--- src/inc/rst_seq_regs.vh ---
// constants for the post-reset start-up sequencer and service pin
// Behaviour
// - allow 15 clock transitions for stabilisation
// - steps run in one fixed order
// - self-test 200000 internal, 425000 external
// - boot state init 2275000, or 70000+25ms*E
// - external RAM test-and-clear: 24000+214 per byte
// - clear-only 24000+152 per byte; internal zero
// - seed at most 50000 external, internal none
// - system RAM 21000+600B or 27000+1500B
// - comm port and internal seed cost zero
// - no-boot checksum 3400/7200 plus 175 per byte
// - external boot to app: 82000+100ms+175M
// - one-second timer init takes 6100 cycles
// - scheduler at least 7400, longer otherwise
// - service pin alternates at 76 Hz, half each
// - input-only service pin gets selectable pull-up
// - pull-up enabled unless explicitly disabled
// - unconfigured node drives pin low, LED lit
// - held-low pin sends 48-bit identifier message
// - pin level ignored while reset asserted
`ifndef RST_SEQ_REGS_VH
`define RST_SEQ_REGS_VH

// clock and time units
`define CLK_HZ 100000000
`define CLK_CYC_PER_MS 100000
`define SVC_RATE_HZ 76
`define BOOT_BYTE_MS 25
`define CSUM_BOOT_MS 100

// step budgets, cycles of the input clock
`define CYC_STAB 32'd15
`define CYC_SELFTEST_INT 200000
`define CYC_SELFTEST_EXT 425000
`define CYC_SVC_INIT 32'd1000
`define CYC_STATE_NOBOOT_INT 32'd250
`define CYC_STATE_NOBOOT_EXT 32'd1300
`define CYC_STATE_BOOT_INT 2275000
`define CYC_STATE_BOOT_EXT 70000
`define CYC_XRAM_BASE 24000
`define CYC_XRAM_TEST_BYTE 32'd214
`define CYC_XRAM_CLEAR_BYTE 32'd152
`define CYC_SEED_EXT 50000
`define CYC_SYSRAM_INT 21000
`define CYC_SYSRAM_EXT 27000
`define CYC_SYSRAM_BUF_INT 32'd600
`define CYC_SYSRAM_BUF_EXT 32'd1500
`define CYC_CSUM_INT 32'd3400
`define CYC_CSUM_EXT 7200
`define CYC_CSUM_BOOT 82000
`define CYC_CSUM_BYTE 32'd175
`define CYC_TIMER 6100
`define CYC_SCHED 7400

// boot byte count limits
`define BOOT_BYTES_MIN 9'd10
`define BOOT_BYTES_MAX 9'd504

// service pin: cycles after turning to input before sampling
`define SVC_SETTLE 20'h00004

`endif

--- src/logic/service_pin.v ---
// service pin driver: input/open-drain alternation, pull-up and sampling
`include "rst_seq_regs.vh"

module service_pin #(
  parameter HALF_CYCLES = 657894,
  parameter CW = 20
) (
  // clock and reset
  input wire core_clk_i,
  input wire resetn_i,
  // control from the sequencer
  input wire alt_en_i,
  input wire drive_low_i,
  input wire input_only_i,
  input wire pullup_off_i,
  // pin
  input wire svc_pin_i,
  output wire svc_pin_o,
  output wire svc_pin_oe_o,
  output wire pullup_en_o,
  // sampled level
  output reg level_valid_o,
  output reg level_low_o
);

  reg [CW-1:0] phase_cnt_reg;
  reg drive_phase_reg;
  reg sync1_reg;
  reg sync2_reg;
  wire alternating;

  assign alternating = alt_en_i & ~input_only_i;

  // half-period counter; each role lasts HALF_CYCLES
  // 76 Hz alternation
  always @(posedge core_clk_i or negedge resetn_i)
  begin
    if (!resetn_i)
    begin
      phase_cnt_reg <= {CW{1'b0}};
      drive_phase_reg <= 1'b0;
    end
    else if (!alternating)
    begin
      phase_cnt_reg <= {CW{1'b0}};
      drive_phase_reg <= 1'b0;
    end
    else if (phase_cnt_reg == HALF_CYCLES[CW-1:0] - 1'b1)
    begin
      phase_cnt_reg <= {CW{1'b0}};
      drive_phase_reg <= ~drive_phase_reg;
    end
    else
    begin
      phase_cnt_reg <= phase_cnt_reg + 1'b1;
    end
  end

  // open drain: only ever drives low, and only in the output half
  // LED low drive
  assign svc_pin_o = 1'b0;
  assign svc_pin_oe_o = alternating & drive_phase_reg & drive_low_i;

  // pull-up only when the pin is purely an input
  // selectable pull-up
  assign pullup_en_o = input_only_i & ~pullup_off_i;

  // two-flop synchroniser; resets high so no false press after reset
  // reset level ignored
  always @(posedge core_clk_i or negedge resetn_i)
  begin
    if (!resetn_i)
    begin
      sync1_reg <= 1'b1;
      sync2_reg <= 1'b1;
    end
    else
    begin
      sync1_reg <= svc_pin_i;
      sync2_reg <= sync1_reg;
    end
  end

  // sample only well into the input half, so our own low is never seen
  // input-phase sampling
  always @(posedge core_clk_i or negedge resetn_i)
  begin
    if (!resetn_i)
    begin
      level_valid_o <= 1'b0;
      level_low_o <= 1'b0;
    end
    else
    begin
      level_valid_o <= 1'b0;
      if (input_only_i || (alternating && !drive_phase_reg && phase_cnt_reg >= `SVC_SETTLE))
      begin
        level_valid_o <= 1'b1;
        level_low_o <= ~sync2_reg;
      end
    end
  end

endmodule // service_pin

--- src/logic/reset_sequencer.v ---
// post-reset start-up sequencer with service pin handling
`include "rst_seq_regs.vh"

module reset_sequencer #(
  parameter SELFTEST_INT = `CYC_SELFTEST_INT,
  parameter SELFTEST_EXT = `CYC_SELFTEST_EXT,
  parameter STATE_BOOT_INT = `CYC_STATE_BOOT_INT,
  parameter STATE_BOOT_EXT = `CYC_STATE_BOOT_EXT,
  parameter BOOT_BYTE_CYC = `BOOT_BYTE_MS * `CLK_CYC_PER_MS,
  parameter XRAM_BASE = `CYC_XRAM_BASE,
  parameter SEED_EXT = `CYC_SEED_EXT,
  parameter SYSRAM_INT = `CYC_SYSRAM_INT,
  parameter SYSRAM_EXT = `CYC_SYSRAM_EXT,
  parameter CSUM_EXT = `CYC_CSUM_EXT,
  parameter CSUM_BOOT = `CYC_CSUM_BOOT,
  parameter CSUM_BOOT_CYC = `CSUM_BOOT_MS * `CLK_CYC_PER_MS,
  parameter TIMER_CYC = `CYC_TIMER,
  parameter SCHED_CYC = `CYC_SCHED,
  parameter SVC_HALF = `CLK_HZ / (2 * `SVC_RATE_HZ)
) (
  // clock and reset
  input wire core_clk_i,
  input wire resetn_i,
  // configuration, caught once after reset release
  input wire ext_mem_i,
  input wire boot_req_i,
  input wire boot_to_app_i,
  input wire [8:0] boot_bytes_i,
  input wire xram_test_i,
  input wire [15:0] xram_bytes_i,
  input wire [15:0] xram_free_bytes_i,
  input wire [7:0] buffers_i,
  input wire [15:0] csum_bytes_i,
  input wire [31:0] sched_extra_i,
  // runtime node state
  input wire node_configured_i,
  input wire svc_input_only_i,
  input wire svc_pullup_off_i,
  input wire [47:0] unique_id_i,
  // service pin
  input wire svc_pin_i,
  output wire svc_pin_o,
  output wire svc_pin_oe_o,
  output wire svc_pullup_en_o,
  // sequence status
  output wire [3:0] step_o,
  output wire seq_done_o,
  output wire net_ready_o,
  // identifier message
  output reg svc_msg_valid_o,
  output reg [47:0] svc_msg_id_o
);

  // step codes, in execution order
  localparam S_LATCH = 4'h0;
  localparam S_STAB = 4'h1;
  localparam S_SELFTEST = 4'h2;
  localparam S_SVC_INIT = 4'h3;
  localparam S_STATE = 4'h4;
  localparam S_XRAM = 4'h5;
  localparam S_SEED = 4'h6;
  localparam S_SYSRAM = 4'h7;
  localparam S_COMM = 4'h8;
  localparam S_CSUM = 4'h9;
  localparam S_TIMER = 4'ha;
  localparam S_SCHED = 4'hb;
  localparam S_DONE = 4'hc;

  reg [3:0] step_reg;
  reg [3:0] step_next;
  reg [31:0] count_reg;
  reg [31:0] count_next;
  reg [31:0] budget;

  // captured configuration
  reg ext_reg;
  reg boot_reg;
  reg boot_app_reg;
  reg [8:0] boot_bytes_reg;
  reg xram_test_reg;
  reg [15:0] xram_bytes_reg;
  reg [15:0] xram_free_reg;
  reg [7:0] buffers_reg;
  reg [15:0] csum_bytes_reg;
  reg [31:0] sched_extra_reg;

  // service request edge tracking
  reg press_prev_reg;
  wire level_valid;
  wire level_low;
  wire svc_alt;
  wire svc_led;

  // 32-bit product of a count and a per-unit cost
  function [31:0] mul32;
    input [31:0] a;
    input [31:0] b;
    begin
      mul32 = a * b;
    end
  endfunction

  // boot byte count held inside its legal range
  function [8:0] clamp_boot;
    input [8:0] e;
    begin
      if (e < `BOOT_BYTES_MIN)
        clamp_boot = `BOOT_BYTES_MIN;
      else if (e > `BOOT_BYTES_MAX)
        clamp_boot = `BOOT_BYTES_MAX;
      else
        clamp_boot = e;
    end
  endfunction

  // cycle budget for one step, from captured configuration
  function [31:0] step_budget;
    input [3:0] s;
    begin
      case (s)
        S_STAB: step_budget = `CYC_STAB;
        S_SELFTEST: step_budget = ext_reg ? SELFTEST_EXT[31:0] : SELFTEST_INT[31:0];
        S_SVC_INIT: step_budget = `CYC_SVC_INIT;
        S_STATE:
        begin
          if (!boot_reg)
            step_budget = ext_reg ? `CYC_STATE_NOBOOT_EXT : `CYC_STATE_NOBOOT_INT;
          else if (!ext_reg)
            step_budget = STATE_BOOT_INT[31:0];
          else
            step_budget = STATE_BOOT_EXT[31:0] +
              mul32({23'h0, clamp_boot(boot_bytes_reg)}, BOOT_BYTE_CYC[31:0]);
        end
        S_XRAM:
        begin
          if (!ext_reg || xram_bytes_reg == 16'h0000)
            step_budget = 32'h0000_0000;
          else if (xram_test_reg)
            step_budget = XRAM_BASE[31:0] +
              mul32({16'h0, xram_bytes_reg}, `CYC_XRAM_TEST_BYTE);
          else
            step_budget = XRAM_BASE[31:0] +
              mul32({16'h0, xram_free_reg}, `CYC_XRAM_CLEAR_BYTE);
        end
        S_SEED: step_budget = ext_reg ? SEED_EXT[31:0] : 32'h0000_0000;
        S_SYSRAM:
        begin
          if (ext_reg)
            step_budget = SYSRAM_EXT[31:0] +
              mul32({24'h0, buffers_reg}, `CYC_SYSRAM_BUF_EXT);
          else
            step_budget = SYSRAM_INT[31:0] +
              mul32({24'h0, buffers_reg}, `CYC_SYSRAM_BUF_INT);
        end
        S_COMM: step_budget = 32'h0000_0000;
        S_CSUM:
        begin
          if (!ext_reg)
            step_budget = `CYC_CSUM_INT + mul32({16'h0, csum_bytes_reg}, `CYC_CSUM_BYTE);
          else if (boot_reg && boot_app_reg)
            step_budget = CSUM_BOOT[31:0] + CSUM_BOOT_CYC[31:0] +
              mul32({16'h0, csum_bytes_reg}, `CYC_CSUM_BYTE);
          else
            step_budget = CSUM_EXT[31:0] + mul32({16'h0, csum_bytes_reg}, `CYC_CSUM_BYTE);
        end
        S_TIMER: step_budget = TIMER_CYC[31:0];
        S_SCHED: step_budget = SCHED_CYC[31:0] + sched_extra_reg;
        default: step_budget = 32'h0000_0000;
      endcase
    end
  endfunction

  // configuration is caught by a clocked process after release, never by reset
  always @(posedge core_clk_i or negedge resetn_i)
  begin
    if (!resetn_i)
    begin
      ext_reg <= 1'b0;
      boot_reg <= 1'b0;
      boot_app_reg <= 1'b0;
      boot_bytes_reg <= 9'h000;
      xram_test_reg <= 1'b0;
      xram_bytes_reg <= 16'h0000;
      xram_free_reg <= 16'h0000;
      buffers_reg <= 8'h00;
      csum_bytes_reg <= 16'h0000;
      sched_extra_reg <= 32'h0000_0000;
    end
    else if (step_reg == S_LATCH)
    begin
      ext_reg <= ext_mem_i;
      boot_reg <= boot_req_i;
      boot_app_reg <= boot_to_app_i;
      boot_bytes_reg <= boot_bytes_i;
      xram_test_reg <= xram_test_i;
      xram_bytes_reg <= xram_bytes_i;
      xram_free_reg <= xram_free_bytes_i;
      buffers_reg <= buffers_i;
      csum_bytes_reg <= csum_bytes_i;
      sched_extra_reg <= sched_extra_i;
    end
  end

  // budget of the step about to be entered
  always @*
  begin
    budget = step_budget(step_reg + 4'h1);
  end

  // step sequencing on a single down-counter; zero budget still takes one cycle
  // down-counter sequencing
  always @*
  begin
    step_next = step_reg;
    count_next = count_reg;
    case (step_reg)
      S_LATCH:
      begin
        // capture happens this cycle, so the first budget is fixed here
        step_next = S_STAB;
        count_next = `CYC_STAB - 32'h1;
      end
      S_DONE:
      begin
        step_next = S_DONE;
        count_next = 32'h0000_0000;
      end
      default:
      begin
        if (count_reg == 32'h0000_0000)
        begin
          step_next = step_reg + 4'h1;
          count_next = (budget == 32'h0000_0000) ? 32'h0000_0000 : budget - 32'h1;
        end
        else
        begin
          count_next = count_reg - 32'h1;
        end
      end
    endcase
  end

  always @(posedge core_clk_i or negedge resetn_i)
  begin
    if (!resetn_i)
    begin
      step_reg <= S_LATCH;
      count_reg <= 32'h0000_0000;
    end
    else
    begin
      step_reg <= step_next;
      count_reg <= count_next;
    end
  end

  assign step_o = step_reg;
  assign seq_done_o = (step_reg == S_DONE);
  // network side takes packets once the timer step has finished
  assign net_ready_o = (step_reg > S_TIMER);

  // pin oscillates during self-test, is off during later init, then runs
  // alternation windows
  assign svc_alt = (step_reg == S_SELFTEST) || (step_reg == S_DONE);
  assign svc_led = (step_reg == S_SELFTEST) || !node_configured_i;

  service_pin #(
    .HALF_CYCLES(SVC_HALF),
    .CW(20)
  ) u_service_pin (
    .core_clk_i(core_clk_i),
    .resetn_i(resetn_i),
    .alt_en_i(svc_alt),
    .drive_low_i(svc_led),
    .input_only_i(svc_input_only_i),
    .pullup_off_i(svc_pullup_off_i),
    .svc_pin_i(svc_pin_i),
    .svc_pin_o(svc_pin_o),
    .svc_pin_oe_o(svc_pin_oe_o),
    .pullup_en_o(svc_pullup_en_o),
    .level_valid_o(level_valid),
    .level_low_o(level_low)
  );

  // one message per press: a new low after a seen high or after reset, once running
  // identifier message
  always @(posedge core_clk_i or negedge resetn_i)
  begin
    if (!resetn_i)
    begin
      press_prev_reg <= 1'b0;
      svc_msg_valid_o <= 1'b0;
      svc_msg_id_o <= 48'h0000_0000_0000;
    end
    else
    begin
      svc_msg_valid_o <= 1'b0;
      if (level_valid && step_reg == S_DONE)
      begin
        press_prev_reg <= level_low;
        if (level_low && !press_prev_reg)
        begin
          svc_msg_valid_o <= 1'b1;
          svc_msg_id_o <= unique_id_i;
        end
      end
    end
  end

endmodule // reset_sequencer

--- config.mk ---
export PLATFORM = sky130hd
export DESIGN_NAME = reset_sequencer
export DESIGN_NICKNAME = d
export VERILOG_FILES = /design/src/logic/service_pin.v /design/src/logic/reset_sequencer.v
export VERILOG_INCLUDE_DIRS = /design/src /design/src/inc
export SDC_FILE = /design/constraint.sdc
export NUM_CORES = 1
export LEC_CHECK = 0
export BUFFER_PORTS_ARGS = -buffer_cell sky130_fd_sc_hd__buf_2
export CORE_MARGIN = 2
export CORE_UTILIZATION = 60
export CTS_CLUSTER_SIZE = 40
export DETAILED_ROUTE_END_ITERATION = 6
export GPL_TIMING_DRIVEN = 0
export PLACE_DENSITY = 0.8
export RECOVER_POWER = 50
export SYNTH_ARGS = -nofsm -noshare
export SYNTH_HDL_FRONTEND = slang
export SYNTH_HIERARCHICAL = 1
export SYNTH_SLANG_ARGS = --single-unit
--- constraint.sdc ---
create_clock -name core_clk_i -period 13.73 [get_ports core_clk_i]
set_input_delay 2.746 -clock core_clk_i [delete_from_list [all_inputs] [get_ports core_clk_i]]
set_output_delay 2.746 -clock core_clk_i [all_outputs]
set_load 0.02 [all_outputs]
# Yosys cells after proc, flatten, opt, wreduce, memory -nomap -nowiden
# Index checks and enable logic that the tools add are counted.
# op_classes
add_sub_neg	13
bitwise	8
eq_ne	14
n_mul	6
reduce_logical	19
n_mux	28
magnitude_cmp	4
# ops
operator	n
one-hot mux 32 bit (10 select lines)	1
two-way mux 32 bit	4
two-way mux 25 bit	4
logical NOT 32 bit	2
one-hot mux 32 bit (2 select lines)	1
subtractor 32 x 1 -> 32 bit, second input constant	2
two-way mux 20 bit	3
adder 15 x 24 -> 25 bit, first input constant	2
two-way mux 9 bit	5
adder 13 x 32 -> 32 bit, first input constant	1
adder 17 x 31 -> 32 bit, first input constant	1
multiplier 9 x 17 -> 26 bit, second input constant	1
adder 12 x 24 -> 25 bit, first input constant	1
adder 13 x 24 -> 25 bit, first input constant	1
adder 24 x 24 -> 25 bit, first input constant	1
multiplier 16 x 8 -> 24 bit, second input constant	1
multiplier 16 x 7 -> 23 bit, second input constant	1
multiplier 16 x 5 -> 21 bit, second input constant	1
adder 15 x 19 -> 20 bit, first input constant	1
adder 20 x 1 -> 20 bit, second input constant	1
equality test 20 bit, second input constant	1
greater-or-equal comparator 20 x 3 -> 1 bit, second input constant	1
adder 15 x 18 -> 19 bit, first input constant	1
two-way mux 19 bit	1
25 further kinds	53
# totals
regBits	212
output_inout_bits	58
word_cells	113
inputBits	155

# Longest topological paths before layout
# Gate-level depths: netlist of the first run.
# logic_depth
word_depth	15
ltp_mapped	30
depth_no_buf	27

# Hierarchy
# Netlist of the first run, hierarchy kept.
# modules_own_cells
module	seq_area_each_um2	instances	area_each_um2	cells_per_inst
reset_sequencer	4679.5	1	26595.5	3211
service_pin	628.1	1	1395.1	140

# Least setup slack after synthesis of the first run
# OpenSTA, ideal clock, no wires.
# synth_timing
path_kind	register to register
startpoint	reg boot_bytes_reg[6]
endpoint	reg count_reg[27]
stages_incl_launch_ff	28
period_less_slack_ns	6.964
t_required_ns	13.593
arrival_time_ns	6.827
setup_ns	0.137
path_slack_ns	6.766
n_path_buf	2
path_cell_list	dfrtp_1 -> clkbuf_1 -> or4_1 -> o311a_1 -> ha_1 -> ha_1 -> ha_1 -> inv_1 -> fa_1 -> inv_1 -> ha_1 -> inv_1 -> fa_1 -> or3b_2 -> o21bai_1 -> nand2_1 -> and4_1 -> nor2_1 -> xnor2_1 -> a21oi_1 -> a211o_1 -> nor4_4 -> nand4_1 -> or4_1 -> buf_2 -> nor4_4 -> xor2_1 -> o22ai_1
# synth_via
elab_chain_cells	15
elab_cells_between_ends	17
cone_classes	2 x add/sub; 1 x mul; 2 x order compare; 11 x mux; 1 x reduce/logical
# synth_rtl
item	line	source
start, declared	reset_sequencer.v:79	reg [8:0] boot_bytes_reg;
start signal, assigned	reset_sequencer.v:194	boot_bytes_reg <= boot_bytes_i;
> comparator 9 bit (no source line)	n/a	
two-way mux 9 bit	reset_sequencer.v:109	else if (e > `BOOT_BYTES_MAX)
two-way mux 9 bit *	reset_sequencer.v:107	if (e < `BOOT_BYTES_MIN)
two-way mux 9 bit *	reset_sequencer.v:128	else if (!ext_reg)
two-way mux 9 bit *	reset_sequencer.v:126	if (!boot_reg)
two-way mux 9 bit *	reset_sequencer.v:120	case (s)
multiplier 9 x 17 -> 26 bit *	reset_sequencer.v:99	mul32 = a * b;
adder 17 x 31 -> 32 bit *	reset_sequencer.v:131	step_budget = STATE_BOOT_EXT[31:0] +
two-way mux 32 bit *	reset_sequencer.v:128	
two-way mux 32 bit *	reset_sequencer.v:126	
one-hot mux 32 bit (10 select lines) *	reset_sequencer.v:120	
subtractor 32 x 1 -> 32 bit / logical NOT 32 bit (equally long branches)	reset_sequencer.v:233	count_next = (budget == 32'h0000_0000) ? 32'h0000_0000 : budget - 32'h1;
two-way mux 32 bit *	reset_sequencer.v:233	
two-way mux 32 bit *	reset_sequencer.v:230	if (count_reg == 32'h0000_0000)
one-hot mux 32 bit (2 select lines) *	reset_sequencer.v:216	case (step_reg)
net count_next[27]	reset_sequencer.v:72	reg [31:0] count_next;
end signal, assigned	reset_sequencer.v:253	count_reg <= count_next;
end, declared	reset_sequencer.v:71	reg [31:0] count_reg;
# The timed path passes the listed nets; every way through them passes the cells marked *. The select of a mux whose other input is x is not followed.
# A chain may end at the register's enable or synchronous reset.

==> reports/qor.csv, run 1 <==
stage,metric,value,unit
outcome,status,"complete, but fails checks",
outcome,failed_checks,"capacitance limit, slew limit",
placed_design,port_buffers,211,
sta,slew_viol_final,132,
die,start_util,0.605,
die,coreArea,46300,um2
synthesis,yosys.cell_types.count,114,
power_and_ir_drop,power.density,182,nW/um2
synthesis,synth_edf_count,0,
drt,dr.pass1.iters,6,
clock_network,cts_hold_buf,0,
setup_path,cp.arrival,8.17,ns
setup_path,critPathLaunch,resetn_i,
synthesis,synth_area_per_cell,8.35,um2
drt,drt_iter0_drc,2107,
sta,period_needed,8.68,ns
clock_network,cts_buffer_depth,3,
drt,drc,0,
clock_network,cts_setup_buffers,0,
sta,timing.final.crit_share,0.632,
synthesis,synth.most_common_cell,inv_1,
die,die-area,48400,um2
setup_path,endpoint_kind,async pin,
sta,final_hold_viol_count,0,
synthesis,ys.flop_type,dfrtp_1,
synthesis,synth-simple-area-share,0.194,
clock_network,clock_latency,0.61,ns
synthesis,yosys_warnings,6,
setup_path,cp.required,13.23,ns
sta,setup_viol,0,
synthesis,syn_area,28000,um2
clock_network,cts-root-buf,clkbuf_16,
layout,fillers,3950,
global_route,top_usage_layer,met2,
power_and_ir_drop,p_leak,15.0,nW
placed_design,dp_hpwl,64100,um
drt,wl_per_cell,18.7,um
setup_path,worst-path-max-fanout,87,
layout,synthToLayoutAreaGrowth,9.96,%
synthesis,synth_xor_area_frac,0.0684,
synthesis,yosysTopAreaCell,dfrtp_1,
drt,wl,79100,um
drt,drtAntennaViolNets,0,
placed_design,place.gp.congestion,1.01,
clock_network,cts_buffers,27,
layout,n_antenna_cell,0,
synthesis,synth_top_area_frac,0.188,
die,dieHeight,220,um
global_route,grt_pass1_vias,24500,
job,cap_violations,2,
setup_path,path_delay_family,buffers and inverters,
layout,drive_gt1_frac,0.122,
synthesis,synth_top_cells_by_count,"inv_1, nand2_1, ha_1",
setup_path,crit_path_start_kind,input pin,
sta,slew_headroom,-2.32,
setup_path,critical_path_buf_inv_count,2,
setup_path,max_stage_delay,3.59,ns
global_route,grt_max_degree,88,
synthesis,ys_seq_elements,212,
sta,max_freq,115,MHz
sta,worst_slew_pin_slew,4.98,ns
global_route,antenna_found_initial,0,
min_path,hp-start,u_service_pin/sync1_reg$_DFF_PN1_,
setup_path,r2r-start,boot_bytes_reg[6]$_DFFE_PN0P_,
global_route,track_usage,0.329,
synthesis,synthAdderAreaFrac,0.264,
setup_path,path_class,in -> async,
global_route,use_met2,0.535,
clock_network,cts_sinks,212,
layout,largest_reg_flops,48,
global_route,met3_usage,0.0577,
sta,rsz0062_at_grt,false,
clock_network,cts_tree,done,
layout,fin_util,0.665,
layout,nNetsFinal,4246,
clock_network,htree_num_levels,1,
global_route,grt_pass1_wl,127000,um
synthesis,synth_top_family_by_area,adder cells,
setup_path,rrSetupSlack,5.21,ns
synthesis,synth_area_leaders,"dfrtp_1, ha_1, fa_1",
die,rows,79,
synthesis,ys_seq_area_frac,0.190,
die,die_x,220,um
sta,fin_setup_tns,0,ns
clock_network,clk_pin_slew,0.06,ns
global_route,grt-ovfl-total,0,
min_path,hold_class,reg -> reg,
synthesis,synth_compound_area_frac,0.178,
clock_network,cts-resized-gates,0,
synthesis,synth_nets,4004,
setup_path,cp_cell_sequence,clkbuf_1 -> clkbuf_1,
drt,viasPerCell,6.01,
setup_path,slowest_stage,clkbuf_1,
synthesis,syn_inst,3351,
global_route,gr-usage-met1,0.442,
synthesis,async_reset_ff_frac,1.00,
power_and_ir_drop,vdd_drop_max,0.000210,V
die,ios,213,
setup_path,cp_common_cell,clkbuf_1,
drt,vias,25400,
sta,skew,0.0366,ns
synthesis,yosys-mux-area-fraction,0.0274,
==> final cells by class <==
type / instances / area, um2 / share of cell area
buffer: 130 / 556 / 0.0180
clock buffer: 39 / 811 / 0.0263
clock inverter: 11 / 160 / 0.00520
inverter: 433 / 1630 / 0.0528
multi-input combinational: 2576 / 20500 / 0.665
sequential: 212 / 5310 / 0.172
tap: 607 / 759 / 0.0247
timing repair buffer: 213 / 1080 / 0.0352
==> through the flow <==
step                      hold WS, ns  cell area, um2  cells  power [mW]  setup WS [ns]
final                           0.357           30800   4221        5.59           5.05
after global routing            0.356           30800   4221        6.09           3.71
after CTS                       0.357           30800   4221        5.53           5.38
after detailed placement        0.347           29900   4171        4.73           5.43
after global placement          0.346           29800   4169        4.68           5.55
after floorplan                 0.345           28000   3351        3.83           6.77
==> metal layers <==
metal / routed length, um / share of wire
met2: 36200 / 0.46
met5: 0 / 0
met3: 6120 / 0.077
met1: 33900 / 0.43
met4: 2840 / 0.036
==> power by group <==
group          switching (mW)  total (mW)  internal (mW)
Sequential             0.0393       0.689          0.650
Combinational            2.58        4.13           1.54
Clock                   0.309       0.778          0.468
==> path summary, 6_finish.rpt <==
path / depth (start not counted) / end
max in group core_clk_i: 30 / count_reg[28]$_DFF_PN0_
hold reg to reg: 0 / u_service_pin/sync2_reg$_DFF_PN1_
min in group asynchronous: 1 / buffers_reg[3]$_DFFE_PN0P_
setup / recovery: 2 / svc_msg_id_o[31]$_DFFE_PN0P_
hold / removal: 0 / u_service_pin/sync2_reg$_DFF_PN1_
setup reg to reg: 30 / count_reg[28]$_DFF_PN0_
==> cells by family (layout without fill, tap and decap cells) <==
group / count (synthesis) / after routing
simple gates: 1073 / 1073
compound gates: 718 / 718
buf+inv: 563 / 826
fa+ha+maj: 498 / 498
xor+xnor: 216 / 216
flops: 212 / 212
mux: 70 / 70
other cells: 1 / 1
==> placed cells by master, fill, tap and decap left out, types with 73 or more instances in the layout <==
cell,n
nand3_1,73
dfrtp_1,210
inv_1,433
o21ai_0,149
nor3_1,73
clkbuf_1,93
nor2_1,163
ha_1,343
buf_2,232
nand2_1,411
xnor2_1,136
xor2_1,77
a21oi_1,143
fa_1,155
Power figures use the tool's default switching activity.
==> run 2, diff against run 1 <==
- clock period: 13.73 -> 8.4 ns (I/O delays scaled with it)
==> run 2 against run 1 <==
Compared with the run above: the flow finishes with violations (DRC, capacitance limit, slew limit); critical path depth increased by 24; via count decreased by 0.13%; critical path type is now reg -> reg; clock-buffer cell count unchanged; wire length about the same.
==> reports/qor.csv, run 2 (synthesis gave the netlist of run 1 again) <==
stage,metric,value,unit,change
drt,drtAntennaViolNets,0,,unchanged
global_route,grt_max_degree,88,,unchanged
sta,rsz0062_at_grt,false,,unchanged
global_route,grt_pass1_vias,24500,,unchanged
setup_path,critical_path_buf_inv_count,4,,was 2
placed_design,dp_cells,4171,,unchanged
setup_path,cp_common_cell,ha_1,,was clkbuf_1
drt,wl_per_cell,18.7,um,about the same
sta,slew_headroom,-1.72,,was -2.32
sta,setup_viol,0,,unchanged
layout,n_antenna_cell,0,,unchanged
die,dieHeight,220,um,unchanged
die,ios,213,,unchanged
clock_network,cts_hold_buf,0,,unchanged
sta,period_needed,8.02,ns,
layout,largest_reg_flops,48,,unchanged
clock_network,clock_latency,0.60,ns,was 0.61 ns
clock_network,cts_buffers,27,,unchanged
clock_network,cts_buffer_depth,3,,unchanged
setup_path,cp.arrival,8.45,ns,was 8.17 ns
layout,final_cell_mix,"inv_1, nand2_1, ha_1",,unchanged
sta,final_hold_viol_count,0,,unchanged
setup_path,r2r-start,boot_bytes_reg[6]$_DFFE_PN0P_,,unchanged
clock_network,clk_pin_slew,0.06,ns,about the same
power_and_ir_drop,p_leak,15.1,nW,was 15.0 nW
setup_path,path_delay_family,compound AO/OA/AOI/OAI gates,,was buffers and inverters
clock_network,cts-resized-gates,0,,unchanged
drt,vias,25300,,was 25400
layout,final_common_cell,inv_1,,unchanged
drt,wl,79000,um,was 79100 um
setup_path,max_stage_delay,0.61,ns,was 3.59 ns
sta,skew,0.0336,ns,was 0.0366 ns
drt,drc,3,,was 0
global_route,grt-ovfl-total,0,,unchanged
power_and_ir_drop,vdd_drop_max,0.000344,V,was 0.000210 V
drt,drt_iter0_drc,2119,,was 2107
layout,nNetsFinal,4244,,was 4246
job,cap_violations,2,,unchanged
global_route,met3_usage,0.0577,,unchanged
power_and_ir_drop,power.density,297,nW/um2,was 182 nW/um2
placed_design,dp_hpwl,64100,um,unchanged
die,die_x,220,um,unchanged
sta,timing.final.crit_share,0.955,,
setup_path,slowest_stage,or4_1,,was clkbuf_1
clock_network,cts_tree,done,,unchanged
global_route,track_usage,0.329,,unchanged
global_route,gr-usage-met1,0.442,,unchanged
min_path,hold_class,reg -> reg,,unchanged
setup_path,path_class,reg -> reg,,was in -> async
global_route,antenna_found_initial,0,,unchanged
clock_network,cts_sinks,212,,unchanged
setup_path,cp.required,8.83,ns,was 13.23 ns
clock_network,cts_setup_buffers,0,,unchanged
setup_path,crit_path_start_kind,flip-flop,,was input pin
global_route,grt_pass1_wl,127000,um,unchanged
sta,worst_slew_pin_slew,4.09,ns,was 4.98 ns
setup_path,critPathLaunch,boot_bytes_reg[6]$_DFFE_PN0P_,,was resetn_i
clock_network,htree_num_levels,1,,unchanged
die,coreArea,46300,um2,unchanged
sta,slew_viol_final,132,,unchanged
global_route,use_met2,0.535,,unchanged
setup_path,worst-path-max-fanout,10,,was 87
sta,max_freq,125,MHz,
min_path,hp-start,u_service_pin/sync1_reg$_DFF_PN1_,,unchanged
die,start_util,0.605,,unchanged
outcome,failed_checks,"DRC, capacitance limit, slew limit",,"was capacitance limit, slew limit"
drt,viasPerCell,6.01,,about the same
placed_design,place.gp.congestion,1.01,,unchanged
die,die-area,48400,um2,unchanged
power_and_ir_drop,total_power,9.16,mW,was 5.59 mW
layout,synthToLayoutAreaGrowth,10.2,%,was 9.96%
drt,dr.pass1.iters,7,,was 6
global_route,top_usage_layer,met2,,unchanged
layout,fillers,3946,,was 3950
setup_path,endpoint_kind,flip-flop,,was async pin
outcome,status,"complete, but fails checks",,unchanged
placed_design,port_buffers,211,,unchanged
sta,fin_setup_tns,0,ns,unchanged
clock_network,cts-root-buf,clkbuf_16,,unchanged
die,rows,79,,unchanged
layout,layout.cells.non_filler,4219,,was 4221
layout,drive_gt1_frac,0.126,,was 0.122
## run 2: cell type report
class | instances | area [um2] | share of cell area
buffer | 128 | 556 | 0.0180
clock buffer | 39 | 811 | 0.0263
clock inverter | 11 | 160 | 0.00519
inverter | 433 | 1630 | 0.0527
multi-input combinational | 2576 | 20500 | 0.666
sequential | 212 | 5310 | 0.172
tap | 607 | 759 | 0.0246
timing repair buffer | 213 | 1090 | 0.0355
## run 2: power by group
group / internal, mW / switching [mW] / total, mW
combinational: 2.54 / 4.23 / 6.77
clock: 0.766 / 0.502 / 1.27
sequential: 1.06 / 0.0661 / 1.13
total: 4.36 / 4.80 / 9.16
## run 2: stage by stage
step	instance area [um2]	hold slack, ns	worst slack (ns)	utilization
2_1_floorplan	28000	0.345	1.44	-
3_3_place_gp	29800	0.346	0.223	0.644
3_5_place_dp	29900	0.347	0.0956	0.646
4_1_cts	30800	0.357	0.0520	0.667
5_1_grt	30900	0.356	0.0546	0.667
6_report	30900	0.358	0.381	0.667
## run 2: path summary, 6_finish.rpt
check / end / slack, ns / depth (start not counted)
setup / recovery: count_reg[27]$_DFF_PN0_ / 0.38 / 26
hold / removal: u_service_pin/sync2_reg$_DFF_PN1_ / 0.36 / 0
setup reg to reg: count_reg[27]$_DFF_PN0_ / 0.38 / 26
hold reg to reg: u_service_pin/sync2_reg$_DFF_PN1_ / 0.36 / 0
max in group asynchronous: xram_free_reg[9]$_DFFE_PN0P_ / 1.48 / 2
min in group asynchronous: buffers_reg[3]$_DFFE_PN0P_ / 1.83 / 1
## run 2: routing by layer
| layer | share of wire | wire [um] | vias up |
|---|---|---|---|
| met3 | 0.079 | 6230 | 146 |
| met5 | 0 | 0 | - |
| met1 | 0.43 | 33700 | 12100 |
| met2 | 0.46 | 36300 | 869 |
| li1 | - | - | 12200 |
| met4 | 0.036 | 2810 | 0 |
==> run 3, diff against run 2 <==
==> constraint.sdc (replaced) <==
create_clock -name core_clk_i -period 8.4 [get_ports core_clk_i]
set_input_delay 0.42 -clock core_clk_i [delete_from_list [all_inputs] [get_ports core_clk_i]]
set_output_delay 0.42 -clock core_clk_i [all_outputs]
set_load 0.02 [all_outputs]
==> run 3 against run 2 <==
Compared with the run above: the run ends with capacitance limit, slew limit left; non-clock buffer count up 6; die area unchanged; critical path depth unchanged; clock power about the same; critical path type unchanged; largest cell class unchanged; largest power group unchanged; highest routed layer unchanged.
==> reports/qor.csv, run 3 (synthesis gave the netlist of run 1 again) <==
stage,metric,value,unit,change
outcome,status,"complete, but fails checks",,unchanged
outcome,failed_checks,"capacitance limit, slew limit",,"was DRC, capacitance limit, slew limit"
die,coreArea,46300,um2,unchanged
placed_design,dp_cells,4171,,unchanged
power_and_ir_drop,total_power,9.17,mW,was 9.16 mW
sta,period_needed,8.01,ns,was 8.02 ns
clock_network,clk_pin_slew,0.06,ns,about the same
drt,viasPerCell,5.98,,was 6.01
placed_design,postPlaceCellArea,29900,um2,unchanged
clock_network,cts_sinks,212,,unchanged
setup_path,path_delay_family,compound AO/OA/AOI/OAI gates,,unchanged
clock_network,cts_buffer_depth,3,,unchanged
layout,drive_gt1_frac,0.112,,was 0.126
layout,n_antenna_cell,0,,unchanged
clock_network,cts-root-buf,clkbuf_16,,unchanged
setup_path,slowest_stage,or4_1,,unchanged
min_path,hold_class,in -> reg,,was reg -> reg
die,ios,213,,unchanged
clock_network,clock_latency,0.60,ns,about the same
sta,max_freq,125,MHz,about the same
setup_path,crit_path_start_kind,flip-flop,,unchanged
drt,wl,79300,um,was 79000 um
die,die_x,220,um,unchanged
layout,largest_reg_flops,48,,unchanged
layout,regArea,5310,um2,unchanged
setup_path,endpoint_kind,flip-flop,,unchanged
layout,layout.cells.non_filler,4225,,was 4219
sta,slew_viol_final,132,,unchanged
clock_network,cts_tree,done,,unchanged
layout,fin_util,0.667,,unchanged
drt,wl_per_cell,18.8,um,was 18.7 um
sta,worst_slew_pin_slew,4.95,ns,was 4.09 ns
global_route,antenna_found_initial,0,,unchanged
setup_path,cp.required,8.84,ns,was 8.83 ns
layout,fillers,3956,,was 3946
die,rows,79,,unchanged
drt,dr.pass1.iters,5,,was 7
die,die-area,48400,um2,unchanged
global_route,track_usage,0.329,,about the same
sta,setup_viol,0,,unchanged
sta,skew,0.0336,ns,about the same
sta,slew_headroom,-2.30,,was -1.72
setup_path,worst-path-max-fanout,10,,unchanged
power_and_ir_drop,vdd_drop_max,0.000344,V,unchanged
global_route,grt-ovfl-total,0,,unchanged
layout,synthToLayoutAreaGrowth,10.2,%,unchanged
sta,timing.final.crit_share,0.954,,was 0.955
drt,drt_iter0_drc,2261,,was 2119
setup_path,cp.arrival,8.45,ns,about the same
die,dieHeight,220,um,unchanged
global_route,grt_pass1_vias,24500,,about the same
clock_network,cts_buffers,27,,unchanged
layout,final_cell_mix,"inv_1, nand2_1, ha_1",,unchanged
sta,setup_ws,0.389,ns,was 0.381 ns
drt,vias,25300,,about the same
setup_path,max_stage_delay,0.60,ns,was 0.61 ns
power_and_ir_drop,power.density,297,nW/um2,about the same
setup_path,cp_common_cell,ha_1,,unchanged
setup_path,critical_path_buf_inv_count,4,,unchanged
clock_network,htree_num_levels,1,,unchanged
sta,whs,0.0169,ns,was 0.358 ns
placed_design,place.gp.congestion,1.01,,unchanged
layout,final_common_cell,inv_1,,unchanged
global_route,grt_max_degree,88,,unchanged
layout,nNetsFinal,4250,,was 4244
power_and_ir_drop,p_leak,14.8,nW,was 15.1 nW
drt,drtAntennaViolNets,0,,unchanged
sta,rsz0062_at_grt,false,,unchanged
global_route,grt_pass1_wl,127000,um,about the same
sta,final_hold_viol_count,0,,unchanged
placed_design,port_buffers,211,,unchanged
layout,multi_input_area,20600,um2,was 20500 um2
placed_design,dp_hpwl,64100,um,unchanged
job,cap_violations,2,,unchanged
sta,fin_setup_tns,0,ns,unchanged
layout,final_area,30900,um2,unchanged
drt,drc,0,,was 3
placed_design,pre_cts_ws,0.0956,ns,unchanged
die,start_util,0.605,,unchanged
setup_path,path_class,reg -> reg,,unchanged
clock_network,cts_setup_buffers,0,,unchanged
==> run 3: final cells by class <==
type	count	share of cell area
Buffer	128	0.0180
Clock buffer	39	0.0263
Clock inverter	11	0.00519
Inverter	433	0.0527
Multi-Input combinational cell	2576	0.666
Sequential cell	212	0.172
Tap cell	607	0.0246
Timing Repair Buffer	219	0.0351
==> run 3: what timing repair did <==
action / 4_1_cts / 5_1_grt
hold buffers: 6 / 0
endpoints found under the hold margin: 48 / 0
setup endpoints to repair: 0 / 32
gates resized for setup: 0 / 12
==> run 3: path summary, 6_finish.rpt <==
path                                              startpoint                                end  slack, ns  cells after the start
max                            boot_bytes_reg[6]$_DFFE_PN0P_            count_reg[27]$_DFF_PN0_       0.39                     26
min                                            boot_to_app_i           boot_app_reg$_DFFE_PN0P_       0.02                      3
max reg2reg                    boot_bytes_reg[6]$_DFFE_PN0P_            count_reg[27]$_DFF_PN0_       0.39                     26
min reg2reg                u_service_pin/sync1_reg$_DFF_PN1_  u_service_pin/sync2_reg$_DFF_PN1_       0.36                      0
max in group asynchronous                           resetn_i       svc_msg_id_o[31]$_DFFE_PN0P_       1.53                      3
min in group asynchronous                           resetn_i         buffers_reg[3]$_DFFE_PN0P_       1.13                      2
==> run 3: worst min-delay path, cell delays in order <==
cell and delay [ns]:
buf_2 0.07, nand2_1 0.04, nand2_1 0.04
==> run 3: where the power goes <==
group / total (mW) / internal, mW / switching [mW]
registers: 1.13 / 1.06 / 0.0655
logic: 6.77 / 2.54 / 4.24
clock network: 1.27 / 0.766 / 0.506
==> run 3: metal layers <==
layer  global-route usage  part of all wire
met1                0.443              0.43
met2                0.536              0.46
met3               0.0577             0.076
met4                0.111             0.035
met5                    0                 0
